==> src/verilog/sdp_params.svh <==
`ifndef SDP_PARAMS_SVH
`define SDP_PARAMS_SVH

// ----------------------------------------------------------------
// header byte layout
// ----------------------------------------------------------------
`define SDP_HDR_RW 7
`define SDP_HDR_BURST 6
`define SDP_ADDR_W 6
// address that reaches the buffered data instead of a register
`define SDP_BUF_ADDR 6'h3F

// ----------------------------------------------------------------
// status byte layout and sizes
// ----------------------------------------------------------------
`define SDP_ST_RDY 7
`define SDP_ST_STATE_LO 4
`define SDP_NIB_MAX 7'h0F
`define SDP_CNT_W 7
`define SDP_DATA_W 8
`define SDP_FIFO_DEPTH 16
`define SDP_LVL_W 5

// ----------------------------------------------------------------
// reset values
// ----------------------------------------------------------------
`define SDP_SH_RST 8'hFF
`define SDP_BYTE_RST 8'h00

`endif

==> src/verilog/sdp_pkg.sv <==
package sdp_pkg;
  // serial framing states, one-hot
  typedef enum logic [3:0] {
    SDP_IDLE = 4'h1,
    SDP_WAIT = 4'h2,
    SDP_HDR = 4'h4,
    SDP_DATA = 4'h8
  } sdp_state_t;
endpackage

==> src/verilog/sdp_fifo.sv <==
`timescale 1ns/100ps
`include "sdp_params.svh"

module sdp_fifo
#(
  parameter int WIDTH = `SDP_DATA_W,
  parameter int DEPTH = `SDP_FIFO_DEPTH,
  parameter int LVL_W = `SDP_LVL_W
)
(
  input wire logic mclk, // system clock
  input wire logic reset, // synchronous, active high
  input wire logic in_valid, // write request
  output logic in_ready, // space left
  input wire logic [WIDTH-1:0] in_data, // write data
  output logic out_valid, // data waiting
  input wire logic out_ready, // consumer takes a word
  output logic [WIDTH-1:0] out_data, // head word
  output logic [LVL_W-1:0] level // words held
);
  localparam int AW = $clog2(DEPTH);
  logic [WIDTH-1:0] mem_q [DEPTH];
  logic [AW-1:0] wr_q, wr_d, rd_q, rd_d;
  logic [LVL_W-1:0] lvl_q, lvl_d;
  logic push, pop;

  // ------------------------------------------------------------
  // pointers and level
  // ------------------------------------------------------------
  // honest full and empty come straight from the level count
  always_comb
  begin
    push = in_valid && in_ready;
    pop = out_valid && out_ready;
    wr_d = push ? wr_q + 1'b1 : wr_q;
    rd_d = pop ? rd_q + 1'b1 : rd_q;
    lvl_d = lvl_q + LVL_W'(push) - LVL_W'(pop);
  end

  always_ff @(posedge mclk)
  begin
    if (reset)
    begin
      wr_q <= '0;
      rd_q <= '0;
      lvl_q <= '0;
    end
    else
    begin
      wr_q <= wr_d;
      rd_q <= rd_d;
      lvl_q <= lvl_d;
    end
  end

  // storage has no reset; while empty out_data still shows the stale word at rd_q, with out_valid low
  always_ff @(posedge mclk)
  begin
    if (push)
      mem_q[wr_q] <= in_data;
  end

  assign in_ready = (lvl_q != LVL_W'(DEPTH));
  assign out_valid = (lvl_q != '0);
  assign out_data = mem_q[rd_q];
  assign level = lvl_q;
endmodule

==> src/verilog/sdp_port.sv <==
`timescale 1ns/100ps
`include "sdp_params.svh"

// Operation
// device is four-wire serial slave only
// one port serves registers and buffered data
// all bytes shift most significant bit first
// header holds read/write, burst, six-bit address
// master keeps select low whole access
// select release abandons partial transfer
// master waits for output low first
// output high until supply and crystal ready
// output low at once unless sleeping/reset
// status byte returned with every byte; read data bytes return the data instead
// status: ready_n bit7, state bits 6:4
// status low nibble: fifo count, saturating 15
// header bit 6 selects burst access
// bit7 read flag, bits 5:0 address
// sample rising, drive falling, reframe on release
module sdp_port
(
  input wire logic mclk, // system clock, 50 MHz
  input wire logic reset, // synchronous, active high
  input wire logic sclk, // serial clock pin
  input wire logic chip_select_n, // select pin, active low
  input wire logic si, // serial data in pin
  output logic so_o, // serial data out value
  output logic so_oe_n, // serial out enable, low drives
  input wire logic supply_ready, // digital regulator stable
  input wire logic xosc_running, // crystal running
  input wire logic sleep_state, // device asleep
  input wire logic crystal_off_state, // crystal switched off
  input wire logic soft_reset_strobe, // one-cycle soft reset
  input wire logic [2:0] main_state, // main state code
  output logic device_ready_n, // low when port may be used
  output logic [`SDP_ADDR_W-1:0] reg_addr, // register address
  output logic [`SDP_DATA_W-1:0] reg_wdata, // register write data
  output logic reg_we, // register write pulse
  output logic reg_re, // register read pulse
  input wire logic [`SDP_DATA_W-1:0] reg_rdata, // read data for reg_addr
  output logic tx_valid, // transmit byte waiting
  input wire logic tx_ready, // transmit byte taken
  output logic [`SDP_DATA_W-1:0] tx_data, // transmit byte
  input wire logic rx_valid, // receive byte waiting
  output logic rx_ready, // receive byte taken
  input wire logic [`SDP_DATA_W-1:0] rx_data, // receive byte
  input wire logic [`SDP_CNT_W-1:0] rx_count // receive bytes held
);
  import sdp_pkg::*;

  // ------------------------------------------------------------
  // pin synchronisers and edge detection
  // ------------------------------------------------------------
  logic sclk_s1_q, sclk_s2_q, sclk_s3_q, cs_s1_q, cs_s2_q, si_s1_q, si_s2_q;
  logic rise, fall;

  // first stage feeds only the second; edges come from stage two and three
  always_ff @(posedge mclk)
  begin
    if (reset)
    begin
      sclk_s1_q <= 1'b0;
      sclk_s2_q <= 1'b0;
      sclk_s3_q <= 1'b0;
      cs_s1_q <= 1'b1;
      cs_s2_q <= 1'b1;
      si_s1_q <= 1'b0;
      si_s2_q <= 1'b0;
    end
    else
    begin
      sclk_s1_q <= sclk;
      sclk_s2_q <= sclk_s1_q;
      sclk_s3_q <= sclk_s2_q;
      cs_s1_q <= chip_select_n;
      cs_s2_q <= cs_s1_q;
      si_s1_q <= si;
      si_s2_q <= si_s1_q;
    end
  end

  assign rise = sclk_s2_q && !sclk_s3_q;
  assign fall = !sclk_s2_q && sclk_s3_q;

  // saturating count for the status nibble
  function automatic logic [3:0] sat15(input logic [`SDP_CNT_W-1:0] v);
    sat15 = (v > `SDP_NIB_MAX) ? 4'hF : v[3:0];
  endfunction

  // ------------------------------------------------------------
  // transmit buffer
  // ------------------------------------------------------------
  logic push_q, push_d, fifo_in_ready;
  logic [`SDP_LVL_W-1:0] fifo_level;
  logic [`SDP_CNT_W-1:0] free_cnt;

  sdp_fifo #(.WIDTH(`SDP_DATA_W), .DEPTH(`SDP_FIFO_DEPTH), .LVL_W(`SDP_LVL_W)) u_txbuf
  (
    .mclk(mclk),
    .reset(reset),
    .in_valid(push_q),
    .in_ready(fifo_in_ready),
    .in_data(reg_wdata),
    .out_valid(tx_valid),
    .out_ready(tx_ready),
    .out_data(tx_data),
    .level(fifo_level)
  );

  assign free_cnt = `SDP_CNT_W'(`SDP_FIFO_DEPTH) - `SDP_CNT_W'(fifo_level);

  // ------------------------------------------------------------
  // framing, header decode and byte transfer
  // ------------------------------------------------------------
  sdp_state_t st_q, st_d;
  logic [2:0] cnt_q, cnt_d;
  logic [7:0] in_q, in_d, out_q, out_d, byte_in, status;
  logic [`SDP_ADDR_W-1:0] addr_q, addr_d;
  logic [7:0] wdata_q, wdata_d;
  logic rw_q, rw_d, burst_q, burst_d, done_q, done_d, we_q, we_d, soft_reset_strobe_q, soft_reset_strobe_d;
  logic not_ready, is_buf, load;

  // soft reset holds the port off until the select is next released
  assign not_ready = !(supply_ready && xosc_running) || sleep_state ||
                     crystal_off_state || soft_reset_strobe_q;
  assign byte_in = {in_q[6:0], si_s2_q};
  assign is_buf = (addr_q == `SDP_BUF_ADDR);
  // header status reports tx space since the direction is not yet known
  assign status = {not_ready, main_state,
                   sat15((st_q == SDP_DATA && rw_q) ? rx_count : free_cnt)};
  assign load = fall && cnt_q == 3'd0 && (st_q == SDP_HDR || st_q == SDP_DATA);
  assign reg_re = load && st_q == SDP_DATA && rw_q && !done_q && !is_buf;
  assign rx_ready = load && st_q == SDP_DATA && rw_q && !done_q && is_buf && rx_valid;

  always_comb
  begin
    st_d = st_q;
    cnt_d = cnt_q;
    in_d = in_q;
    out_d = out_q;
    addr_d = addr_q;
    wdata_d = wdata_q;
    rw_d = rw_q;
    burst_d = burst_q;
    done_d = done_q;
    we_d = 1'b0;
    push_d = 1'b0;
    soft_reset_strobe_d = soft_reset_strobe || (soft_reset_strobe_q && !cs_s2_q);
    unique case (st_q)
      SDP_IDLE:
      begin
        cnt_d = 3'd0;
        done_d = 1'b0;
        if (!cs_s2_q)
          st_d = SDP_WAIT;
      end
      SDP_WAIT:
      begin
        if (!not_ready)
        begin
          st_d = SDP_HDR;
          out_d = status;
        end
      end
      default:
      begin
        // sample on rising edges, shift the next bit after falling ones
        if (rise)
        begin
          in_d = byte_in;
          cnt_d = cnt_q + 3'd1;
        end
        if (fall && cnt_q != 3'd0)
          out_d = {out_q[6:0], 1'b0};
        if (rise && cnt_q == 3'd7 && st_q == SDP_HDR)
        begin
          rw_d = byte_in[`SDP_HDR_RW];
          burst_d = byte_in[`SDP_HDR_BURST];
          addr_d = byte_in[`SDP_ADDR_W-1:0];
          st_d = SDP_DATA;
        end
        // a write acts only once its eighth bit is in
        if (rise && cnt_q == 3'd7 && st_q == SDP_DATA && !rw_q && !done_q)
        begin
          wdata_d = byte_in;
          we_d = !is_buf;
          push_d = is_buf && fifo_in_ready;
          done_d = !burst_q;
          if (burst_q && !is_buf)
            addr_d = addr_q + 1'b1;
        end
        if (load)
        begin
          out_d = status;
          if (st_q == SDP_DATA && rw_q && !done_q)
          begin
            out_d = is_buf ? (rx_valid ? rx_data : `SDP_BYTE_RST) : reg_rdata;
            done_d = !burst_q;
            if (burst_q && !is_buf)
              addr_d = addr_q + 1'b1;
          end
        end
      end
    endcase
    // release cancels any byte in flight and reframes
    if (cs_s2_q)
      st_d = SDP_IDLE;
  end

  always_ff @(posedge mclk)
  begin
    if (reset)
    begin
      st_q <= SDP_IDLE;
      cnt_q <= 3'd0;
      in_q <= `SDP_BYTE_RST;
      out_q <= `SDP_SH_RST;
      addr_q <= '0;
      wdata_q <= `SDP_BYTE_RST;
      rw_q <= 1'b0;
      burst_q <= 1'b0;
      done_q <= 1'b0;
      we_q <= 1'b0;
      push_q <= 1'b0;
      soft_reset_strobe_q <= 1'b0;
    end
    else
    begin
      st_q <= st_d;
      cnt_q <= cnt_d;
      in_q <= in_d;
      out_q <= out_d;
      addr_q <= addr_d;
      wdata_q <= wdata_d;
      rw_q <= rw_d;
      burst_q <= burst_d;
      done_q <= done_d;
      we_q <= we_d;
      push_q <= push_d;
      soft_reset_strobe_q <= soft_reset_strobe_d;
    end
  end

  // idle or waiting the line is high, so a stale shift bit never fakes a ready low
  assign so_o = (st_q == SDP_IDLE || st_q == SDP_WAIT) ? 1'b1 : out_q[7];
  assign so_oe_n = cs_s2_q;
  assign device_ready_n = not_ready;
  assign reg_addr = addr_q;
  assign reg_wdata = wdata_q;
  assign reg_we = we_q;

  // ------------------------------------------------------------
  // checks
  // ------------------------------------------------------------
  a_wait_so_high: assert property (@(posedge mclk) disable iff (reset)
    st_q == SDP_WAIT && not_ready && !cs_s2_q |=> so_o && st_q == SDP_WAIT)
    else $error("serial out not high while waiting");
  a_ready_so_low: assert property (@(posedge mclk) disable iff (reset)
    st_q == SDP_WAIT && !not_ready && !cs_s2_q |=> !so_o && st_q == SDP_HDR)
    else $error("serial out not low once ready");
  a_oe_select: assert property (@(posedge mclk) disable iff (reset)
    so_oe_n == $past(chip_select_n, 2))
    else $error("output enable does not follow select");
  a_cancel_no_write: assert property (@(posedge mclk) disable iff (reset)
    cs_s2_q ##1 cs_s2_q |=> !reg_we && !push_q)
    else $error("write issued after select release");
  a_hdr_fields: assert property (@(posedge mclk) disable iff (reset)
    rise && cnt_q == 3'd7 && st_q == SDP_HDR && !cs_s2_q
    |=> reg_addr == $past(byte_in[5:0]) && rw_q == $past(byte_in[7])
        && burst_q == $past(byte_in[6]))
    else $error("header fields not captured");
  a_burst_incr: assert property (@(posedge mclk) disable iff (reset)
    reg_we && burst_q |-> reg_addr == $past(reg_addr) + 6'd1)
    else $error("burst address not advanced");
  a_single_once: assert property (@(posedge mclk) disable iff (reset)
    reg_we && !burst_q && !cs_s2_q |=> !reg_we [*8])
    else $error("second write in single access");
  a_status_load: assert property (@(posedge mclk) disable iff (reset)
    load && !(st_q == SDP_DATA && rw_q && !done_q) && !cs_s2_q
    |=> out_q[6:4] == $past(main_state) && out_q[7] == $past(not_ready))
    else $error("status byte state field wrong");
  a_status_nib: assert property (@(posedge mclk) disable iff (reset)
    st_q == SDP_HDR || (st_q == SDP_DATA && !rw_q)
    |-> status[3:0] == ((fifo_level == '0) ? 4'hF
                        : 4'(`SDP_LVL_W'(`SDP_FIFO_DEPTH) - fifo_level)))
    else $error("status nibble not saturated count");
  a_buf_push: assert property (@(posedge mclk) disable iff (reset)
    rise && cnt_q == 3'd7 && st_q == SDP_DATA && !rw_q && !done_q && is_buf
    && fifo_in_ready && !cs_s2_q |=> push_q && reg_wdata == $past(byte_in))
    else $error("buffered write not pushed");
  a_sample_rise: assert property (@(posedge mclk) disable iff (reset)
    !rise && st_q != SDP_IDLE |=> in_q == $past(in_q))
    else $error("input shifted without rising edge");
endmodule
==> config.mk <==
export PLATFORM = sky130hd
export DESIGN_NAME = sdp_port
export DESIGN_NICKNAME = d
export VERILOG_FILES = /design/src/verilog/sdp_pkg.sv /design/src/verilog/sdp_fifo.sv /design/src/verilog/sdp_port.sv
export VERILOG_INCLUDE_DIRS = /design/src /design/src/verilog
export SDC_FILE = /design/constraint.sdc
export NUM_CORES = 1
export LEC_CHECK = 0
export BUFFER_PORTS_ARGS = -buffer_cell sky130_fd_sc_hd__buf_4
export CAP_MARGIN = 20
export CORE_ASPECT_RATIO = 1.25
export CORE_UTILIZATION = 28
export DETAILED_ROUTE_END_ITERATION = 6
export SETUP_SLACK_MARGIN = 0.1
export SLEW_MARGIN = 30
export SYNTH_ARGS = -nofsm -noshare
export SYNTH_HDL_FRONTEND = slang
export SYNTH_SLANG_ARGS = --single-unit
==> constraint.sdc <==
create_clock -name mclk -period 3.5 [get_ports mclk]
set_input_delay 0.7 -clock mclk [delete_from_list [all_inputs] [get_ports mclk]]
set_output_delay 0.7 -clock mclk [all_outputs]
set_load 0.02 [all_outputs]
== Yosys cells after proc, flatten, opt, wreduce, memory -nomap -nowiden ==
Memories as Yosys holds them, arrays and structs flattened. A register that Yosys moved wholly into a read port is not among the register bits.
Index checks and enable logic that the tools add are counted.
Word-level totals
  flip-flop bits (word level): 62
  bits in writable memories: 128
  bits of input ports: 38
  output and inout bits: 29
  logic and storage cells: 125
  memories kept: 1
Cells by class
  add/subtract/negate cells: 7
  $lt $le $gt $ge: 1
  equal/unequal tests: 8
  multiplexer cells: 29
  bitwise logic cells: 4
  reductions and logical operators: 53
Memories
  u_txbuf.mem_q: depth 16, bits a word 8, rd ports 1, clocked after memory_dff 1, write ports 1, RTL line sdp_fifo.sv:22  | logic [WIDTH-1:0] mem_q [DEPTH];
Operators with widths (count)
  8-bit 2-to-1 mux: 6
  6-bit 2-to-1 mux: 6
  1-bit logical AND: 24
  4-bit 2-to-1 mux: 5
  8-bit one-hot mux with 2 select lines: 1
  2-bit AND reduction: 5
  3-bit nonzero test: 3
  4-bit by 1-bit adder with 4-bit output, second input constant: 2
  1-bit zero test: 8
  4-bit one-hot mux with 2 select lines: 1
  7-bit by 4-bit greater-than comparator with 1-bit output, second input constant: 1
  7-bit 2-to-1 mux: 1
  6-bit by 1-bit adder with 6-bit output, second input constant: 1
  6-bit equality test, second input constant: 1
  1-bit logical OR: 6
  1-bit 2-to-1 mux: 6
  3-bit one-hot mux with 2 select lines: 1
  5-bit by 5-bit subtractor with 6-bit output, first input constant: 1
  5-bit by 1-bit adder with 5-bit output: 1
  5-bit inequality test, second input constant: 1
  5-bit nonzero test: 1
  5-bit by 1-bit subtractor with 5-bit output: 1
  4-bit by 1-bit equality test with 1-bit output, second input constant: 1
  4-bit by 2-bit equality test with 1-bit output, second input constant: 1
  other kinds (13): 17

== Logic depth before layout (Yosys ltp) ==
Gate-level depths: netlist of the first run.
  depth in word-level cells: 10
  gate-level depth with buffers: 16

== Hierarchy ==
Synthesis of the first run repeated with hierarchy kept, for this count alone.
Unflattened totals
  cells, all modules: 603
  area total of the unflattened synthesis: 8405.6 um2
By module, submodules not included
  sdp_fifo: times used 1, cells each 308, area each 5810.6 um2, seq. area each 4184.0 um2
  sdp_port: times used 1, cells each 295, area each 2595.0 um2, seq. area each 980.9 um2

== Worst setup path after synthesis of the first run ==
Ideal clock, no wire load.
  kind: register to register
  start: register u_txbuf.lvl_q[1], in the netlist u_txbuf.level[1]
  end: register u_txbuf.lvl_q[4], in the netlist u_txbuf.level[4]
  library setup time: 128 ps
  arrival: 2623 ps
  required time: 3372 ps
  setup slack: 749 ps
  stages on the path, launching flop included: 17
  buffers on the path: 1
  cells stage by stage: dfxtp_1 -> inv_1 -> ha_1 -> and2_1 -> ha_1 -> nor2b_1 -> clkbuf_1 -> ha_1 -> inv_1 -> ha_1 -> inv_1 -> fa_1 -> nor2_1 -> nor2_1 -> o21bai_1 -> xnor2_1 -> nor2_1
RTL lines
  from (decl): RTL line sdp_fifo.sv:24  | logic [LVL_W-1:0] lvl_q, lvl_d;
  from (signal assigned): RTL line sdp_fifo.sv:52  | lvl_q <= lvl_d;
  5-bit nonzero test: RTL line sdp_fifo.sv:64  | assign out_valid = (lvl_q != '0);
  1-bit logical AND: RTL line sdp_fifo.sv:34  | pop = out_valid && out_ready;
  net u_txbuf.pop: RTL line sdp_fifo.sv:25  | logic push, pop;
  5-bit by 1-bit subtractor with 5-bit output: RTL line sdp_fifo.sv:37  | lvl_d = lvl_q + LVL_W'(push) - LVL_W'(pop);
The timed path passes the listed nets, and every way through them passes these cells.
A chain may end at the register's enable or synchronous reset.

== Worst setup path after layout of the first run ==
  start: register u_txbuf.lvl_q[1], in the netlist u_txbuf.level[1]
  end: register u_txbuf.lvl_q[4], in the netlist u_txbuf.level[4]
On the way
  longest elaborated chain between the ends: 4
RTL lines
  5-bit inequality test: RTL line sdp_fifo.sv:63  | assign in_ready = (lvl_q != LVL_W'(DEPTH));
  1-bit logical AND: RTL line sdp_fifo.sv:33  | push = in_valid && in_ready;
  5-bit by 1-bit adder with 5-bit output: RTL line sdp_fifo.sv:37
  5-bit by 1-bit subtractor with 5-bit output *: RTL line sdp_fifo.sv:37
Mark *: on every way between the ends. The rest lies on a longest branch, timed or not.

==> results of run 1 <==
==> routing by layer <==
metal  vias up  track usage  part of all wire
met5         -            0                 0
met4         0      0.03159            0.0075
met3        10      0.03002             0.042
met2       129       0.1970              0.48
met1      2408       0.1548              0.47
li1       2322            -                 -
==> through the flow <==
| stage | worst slack, ns | cell area, um^2 | hold slack, ns |
|---|---|---|---|
| 2_1_floorplan | 0.7490 | 8220 | 0.3895 |
| 6_report | 0.4778 | 9911 | 0.4111 |
| 4_1_cts | 0.4498 | 9911 | 0.4131 |
| 3_5_place_dp | 0.4695 | 9265 | 0.3929 |
| 5_1_grt | 0.2722 | 9911 | 0.4203 |
| 3_3_place_gp | 0.5408 | 9265 | 0.3917 |
==> flip-flops by register name, summed over array words and instances (netlist names), 3 cells and up, named ones only <==
register,flops
st_q,4
u_txbuf.level,5
u_txbuf.rd_q,4
u_txbuf.mem_q,128
reg_wdata,8
cnt_q,3
out_q,8
in_q,7
u_txbuf.wr_q,4
reg_addr,6
==> layout make-up <==
cell class,instances,area (um^2),area share
clock buffers,17,425.4,0.04292
clock inverters,15,220.2,0.02222
inverters,23,86.33,0.008711
multi-input cells,330,2859,0.2885
flip-flops and latches,194,5166,0.5213
well taps,390,488.0,0.04924
repair buffers,87,665.6,0.06716
==> worst paths after layout <==
kind,start,to,slack (ns),cells past startpoint
worst max-delay path,u_txbuf.level[1]$_SDFF_PP0_,u_txbuf.level[4]$_SDFF_PP0_,0.48,15
worst min-delay path,cs_s1_q$_SDFF_PP1_,so_oe_n$_SDFF_PP1_,0.41,1
worst max register to register,u_txbuf.level[1]$_SDFF_PP0_,u_txbuf.level[4]$_SDFF_PP0_,0.48,15
worst min register to register,cs_s1_q$_SDFF_PP1_,so_oe_n$_SDFF_PP1_,0.41,1
==> logic make-up (layout without fill, tap and decap cells) <==
group	Yosys count	count (layout)
XOR/XNOR	14	14
multiplexers	66	66
flip-flops	194	194
buffers and inverters	48	142
AO/OA/AOI/OAI	62	62
adder cells (fa/ha/maj)	21	21
AND/OR/NAND/NOR	167	167
==> worst reg2reg max path, cell delays in order (launching register included) <==
cell	delay [ns]
dfxtp_1	0.39
inv_1	0.10
ha_1	0.21
and2_1	0.18
ha_1	0.20
nor2b_1	0.36
ha_1	0.31
inv_1	0.05
ha_1	0.16
inv_1	0.06
fa_1	0.39
nor2_1	0.12
nor2_1	0.04
o21bai_1	0.14
xnor2_1	0.13
nor2_1	0.05
==> cells in the final DEF, fill, tap and decap left out, types with 5 or more instances in the layout <==
cell and instances:
and3_1 10, ha_1 20, inv_1 23, nand2_1 20
dfxtp_1 65, nand3_1 5, mux4_2 40, clkbuf_16 17
a211oi_1 7, edfxtp_1 128, o21ai_0 13, nand2b_1 7
nor2_1 69, buf_4 86, xor2_1 7, nor3_1 16
a21oi_1 16, nor2b_1 12, mux2i_1 22, xnor2_1 7
inv_12 5
==> power breakdown <==
group | switching (W) | internal, W
Sequential | 0.0000455 | 0.00246
Combinational | 0.000554 | 0.000619
Clock | 0.00105 | 0.00102
Total | 0.00164 | 0.00410
==> impl_metrics.tcl, run 1 <==
set metrics [dict create \
    synth_xor_area_frac 0.01492 \
    slowest_delay_ns 0.39 \
    initial_utilization 0.2868 \
    cts_resized 0 \
    overflow 0 \
    clk_latency_ns 0.44 \
    yosysTopAreaCell "edfxtp_1" \
    critPathMaxFanout 5 \
    cts.sinks 194 \
    grt_max_degree 62 \
    final_core_util 0.3458 \
    yosys.area_share.simple 0.1023 \
    holdCritPathClass "reg -> reg" \
    post_drt_wl_per_cell_um 16.23 \
    nFillCells 2799 \
    grt_pass1_wl_um 27330 \
    drt_iter0_drc 267 \
    synthMuxAreaShare 0.1419 \
    ys_ff_latch 194 \
    gp_congestion 0.7560 \
    slew_headroom 0.4651 \
    synth_cell_types 58 \
    synthAdderAreaFrac 0.03288 \
    io_buffer_count 66 \
    worstPathCellList "inv_1 > ha_1 > and2_1 > ha_1 > nor2b_1 > ha_1 > inv_1 > ha_1 > inv_1 > fa_1 > nor2_1 > nor2_1 > o21bai_1 > xnor2_1 > nor2_1" \
    cts_tree "done" \
    synth_area_um2 8220 \
    drt_pass1_iterations 4 \
    crit_family "adder cells" \
    drv_slew 0 \
    postCtsSetupRepairBufs 0 \
    holdBufCountCts 0 \
    rsz0062_at_grt "false" \
    core_area_um2 28660 \
    synth_seq_area_share 0.6283 \
    finalSetupViolCount 0 \
    synth.avg_cell_area_um2 14.37 \
    synth-edff-count 128 \
    syn_to_final_growth_pct 20.56 \
    hold_viol 0 \
    ys_warn_count 0 \
    nNetsFinal 712 \
    arrival_ns 3.33 \
    worstSetupStartpointType "flop" \
    num_io_pins 67 \
    synth_top_family_by_area "multiplexers" \
    status "completed" \
    hpwlAfterDp_um 11710 \
    peakVddDrop_mv 0.3186 \
    synthTopCellsByCount "edfxtp_1, nor2_1, dfxtp_1" \
    fin_crit_ns 3.022 \
    grt_pass1_vias 4918 \
    end_kind "flop" \
    rows 69 \
    finalPower_w 0.005741 \
    fin_setup_tns_ns 0 \
    crit_path_top_delay_cell "dfxtp_1" \
    wirelength_um 17140 \
    route.antenna.remaining_nets 0 \
    diodes 0 \
    powerDensity_nw_per_um2 579.2 \
    dp_cells 1024 \
    vias 4869 \
    path_clk_slew_ns 0.08 \
    yosysTopAreaCellShare 0.4676 \
    numCtsBuffers 17 \
    path_class "reg -> reg" \
    power.static_leakage_nw 3.585 \
    syn_nets 631 \
    clk_path_buf_depth 2 \
    tightestPinTransition_ns 0.7995 \
    worst-path-buf-inv 3 \
    synth_compound_area_frac 0.05586 \
    max_freq_ghz 0.3309 \
    cpMostUsedCell "ha_1" \
    htree_levels 4 \
    antenna_found_initial 0 \
    critPathRequiredTime_ns 3.80 \
    track_usage 0.1192 \
    synth_most_common_cell "edfxtp_1" \
    instances_no_fill 1056 \
    viasPerCell 4.611 \
    synth_flop_cell "edfxtp_1" \
    synthArstFlopShare 0 \
    timing.final.crit_share 0.8635 \
    cts-root-buf "clkbuf_16" \
    die_w_um 155.3 \
    drv_cap 0 \
    syn_inst 572 \
    synthTopCellsByArea "edfxtp_1, dfxtp_1, mux4_2, nor2_1, ha_1" \
    die_h_um 193.6 \
    fin_skew_ns 0.01859 \
    dieArea_um2 30050 \
    drive_gt1_frac 0.2658 \
    drc_errors 0 \
]
No activity file was read; power rests on OpenSTA's default activity.
==> run 2: changes to the inputs <==
- BUFFER_PORTS_ARGS: -buffer_cell sky130_fd_sc_hd__buf_4 -> -buffer_cell sky130_fd_sc_hd__buf_2
- HOLD_SLACK_MARGIN: not set -> 0.05
- SKIP_LAST_GASP: not set -> 1
==> run 2 against run 1 <==
Net effect:
- die area is the same
- utilization down 0.95 points
- largest cell class unchanged
- final cell count decreased by 0.28%
- worst hold slack better by 0.0036 ns
- clock power decreased by 12%
==> impl_metrics.tcl, run 2 (synthesis gave the netlist of run 1 again) <==
set metrics [dict create \
    rows 69 \
    power.static_leakage_nw 3.488 \
    viasPerCell 4.479 \
    fin_skew_ns 0.01344 \
    drv_slew 0 \
    layout_common_cells "edfxtp_1, nor2_1, buf_2" \
    arrival_ns 2.48 \
    route.antenna.remaining_nets 0 \
    track_usage 0.1167 \
    clk_latency_ns 0.43 \
    combPwrFrac 0.204 \
    vias 4716 \
    internal_power_w 0.004001 \
    drc_errors 0 \
    worstPathCellList "buf_12 > mux4_2 > mux4_2 > buf_2" \
    clk_path_buf_depth 2 \
    cts.sinks 194 \
    status "completed" \
    multi_input_area_um2 2859 \
    nNetsFinal 709 \
    slowest_delay_ns 0.65 \
    drive_gt1_frac 0.2579 \
    drt_pass1_iterations 5 \
    postCtsSetupRepairBufs 0 \
    fin_crit_ns 3.184 \
    drv_cap 0 \
    p_switching_w 0.001480 \
    io_buffer_count 66 \
    cpMostUsedCell "mux4_2" \
    critPathMaxFanout 13 \
    tightestPinTransition_ns 0.8176 \
    timing.final.crit_share 0.9097 \
    holdBufCountCts 0 \
    dp_cells 1021 \
    instances_no_fill 1053 \
    hold_viol 0 \
    ff_latch_area_um2 5166 \
    gp_congestion 0.7795 \
    end_kind "primary output" \
    diodes 0 \
    final_core_util 0.3363 \
    num_io_pins 67 \
    grt_pass1_wl_um 26840 \
    finalSetupViolCount 0 \
    cts_tree "done" \
    path_class "reg -> out" \
    core_area_um2 28660 \
    initial_utilization 0.2868 \
    die_h_um 193.6 \
    post_drt_wl_per_cell_um 15.84 \
    die_w_um 155.3 \
    worstSetupStartpointType "flop" \
    largest_reg_flops 128 \
    path_clk_slew_ns 0.08 \
    largest-register "u_txbuf.mem_q" \
    hpwlAfterDp_um 11880 \
    drt_iter0_drc 229 \
    netSwitchingFraction 0.2701 \
    overflow 0 \
    dieArea_um2 30050 \
    nFillCells 2872 \
    p_clk_frac 0.332 \
    max_freq_ghz 0.3141 \
    crit_path_top_delay_cell "dfxtp_2" \
    critPathRequiredTime_ns 2.80 \
    final_common_cell "edfxtp_1" \
    htree_levels 4 \
    cts_resized 0 \
    numCtsBuffers 17 \
    syn_to_final_growth_pct 17.25 \
    cts-root-buf "clkbuf_16" \
    rsz0062_at_grt "false" \
    antenna_found_initial 0 \
    grt_pass1_vias 4832 \
    fin_setup_tns_ns 0 \
    powerDensity_nw_per_um2 568.7 \
    power_frac_seq 0.464 \
    holdCritPathClass "reg -> reg" \
    grt_max_degree 33 \
    slew_headroom 0.4529 \
    wirelength_um 16680 \
    peakVddDrop_mv 0.2967 \
]
run 2: worst max-delay path: cells and delay by family (launching register included):
| family | cells | cell delay, ns |
|---|---|---|
| DFF | 1 | 0.65 |
| muxes | 2 | 1.01 |
| buffers and inverters | 2 | 0.40 |
run 2: final timing paths:
check	endpoint	cells after the start	from	slack (ns)
worst max-delay path	tx_data[0]	4	flop	0.32
worst min-delay path	so_oe_n$_SDFF_PP1_	1	cs_s1_q$_SDFF_PP1_	0.41
worst max register to register	u_txbuf.level[4]$_SDFF_PP0_	15	u_txbuf.level[1]$_SDFF_PP0_	0.51
worst min register to register	so_oe_n$_SDFF_PP1_	1	cs_s1_q$_SDFF_PP1_	0.41
run 2: metrics by stage:
step / hold slack [ns] / setup WS [ns] / instance area [um^2] / power (W)
6_report: 0.4147 / 0.3161 / 9638 / 0.005481
5_1_grt: 0.4233 / 0.1550 / 9638 / 0.005751
4_1_cts: 0.4206 / 0.2279 / 9638 / 0.005565
3_5_place_dp: 0.4004 / 0.4540 / 9090 / 0.003740
3_3_place_gp: 0.3932 / 0.5578 / 9090 / 0.003731
2_1_floorplan: 0.3895 / 0.7490 / 8220 / 0.003436
run 2: per-layer routing:
metal / track usage / wire length, um
met5: 0 / 0
met1: 0.1504 / 7637
met4: 0.03159 / 109
met2: 0.1959 / 8277
met3: 0.02643 / 659
run 2: layout make-up:
class / count / area share
sequential: 194 / 0.5360
multi-input combinational: 330 / 0.2966
timing repair buffer: 84 / 0.05089
tap: 390 / 0.05063
clock buffer: 17 / 0.04414
clock inverter: 15 / 0.01272
inverter: 23 / 0.008958
run 2: power by group through the flow:
stage,Sequential (W),Combinational (W),Clock [W]
2_1_floorplan,0.00255,0.000889,0
3_3_place_gp,0.00260,0.00113,0
3_5_place_dp,0.00260,0.00114,0
4_1_cts,0.00255,0.00114,0.00187
5_1_grt,0.00256,0.00124,0.00195
6_report,0.00254,0.00112,0.00182
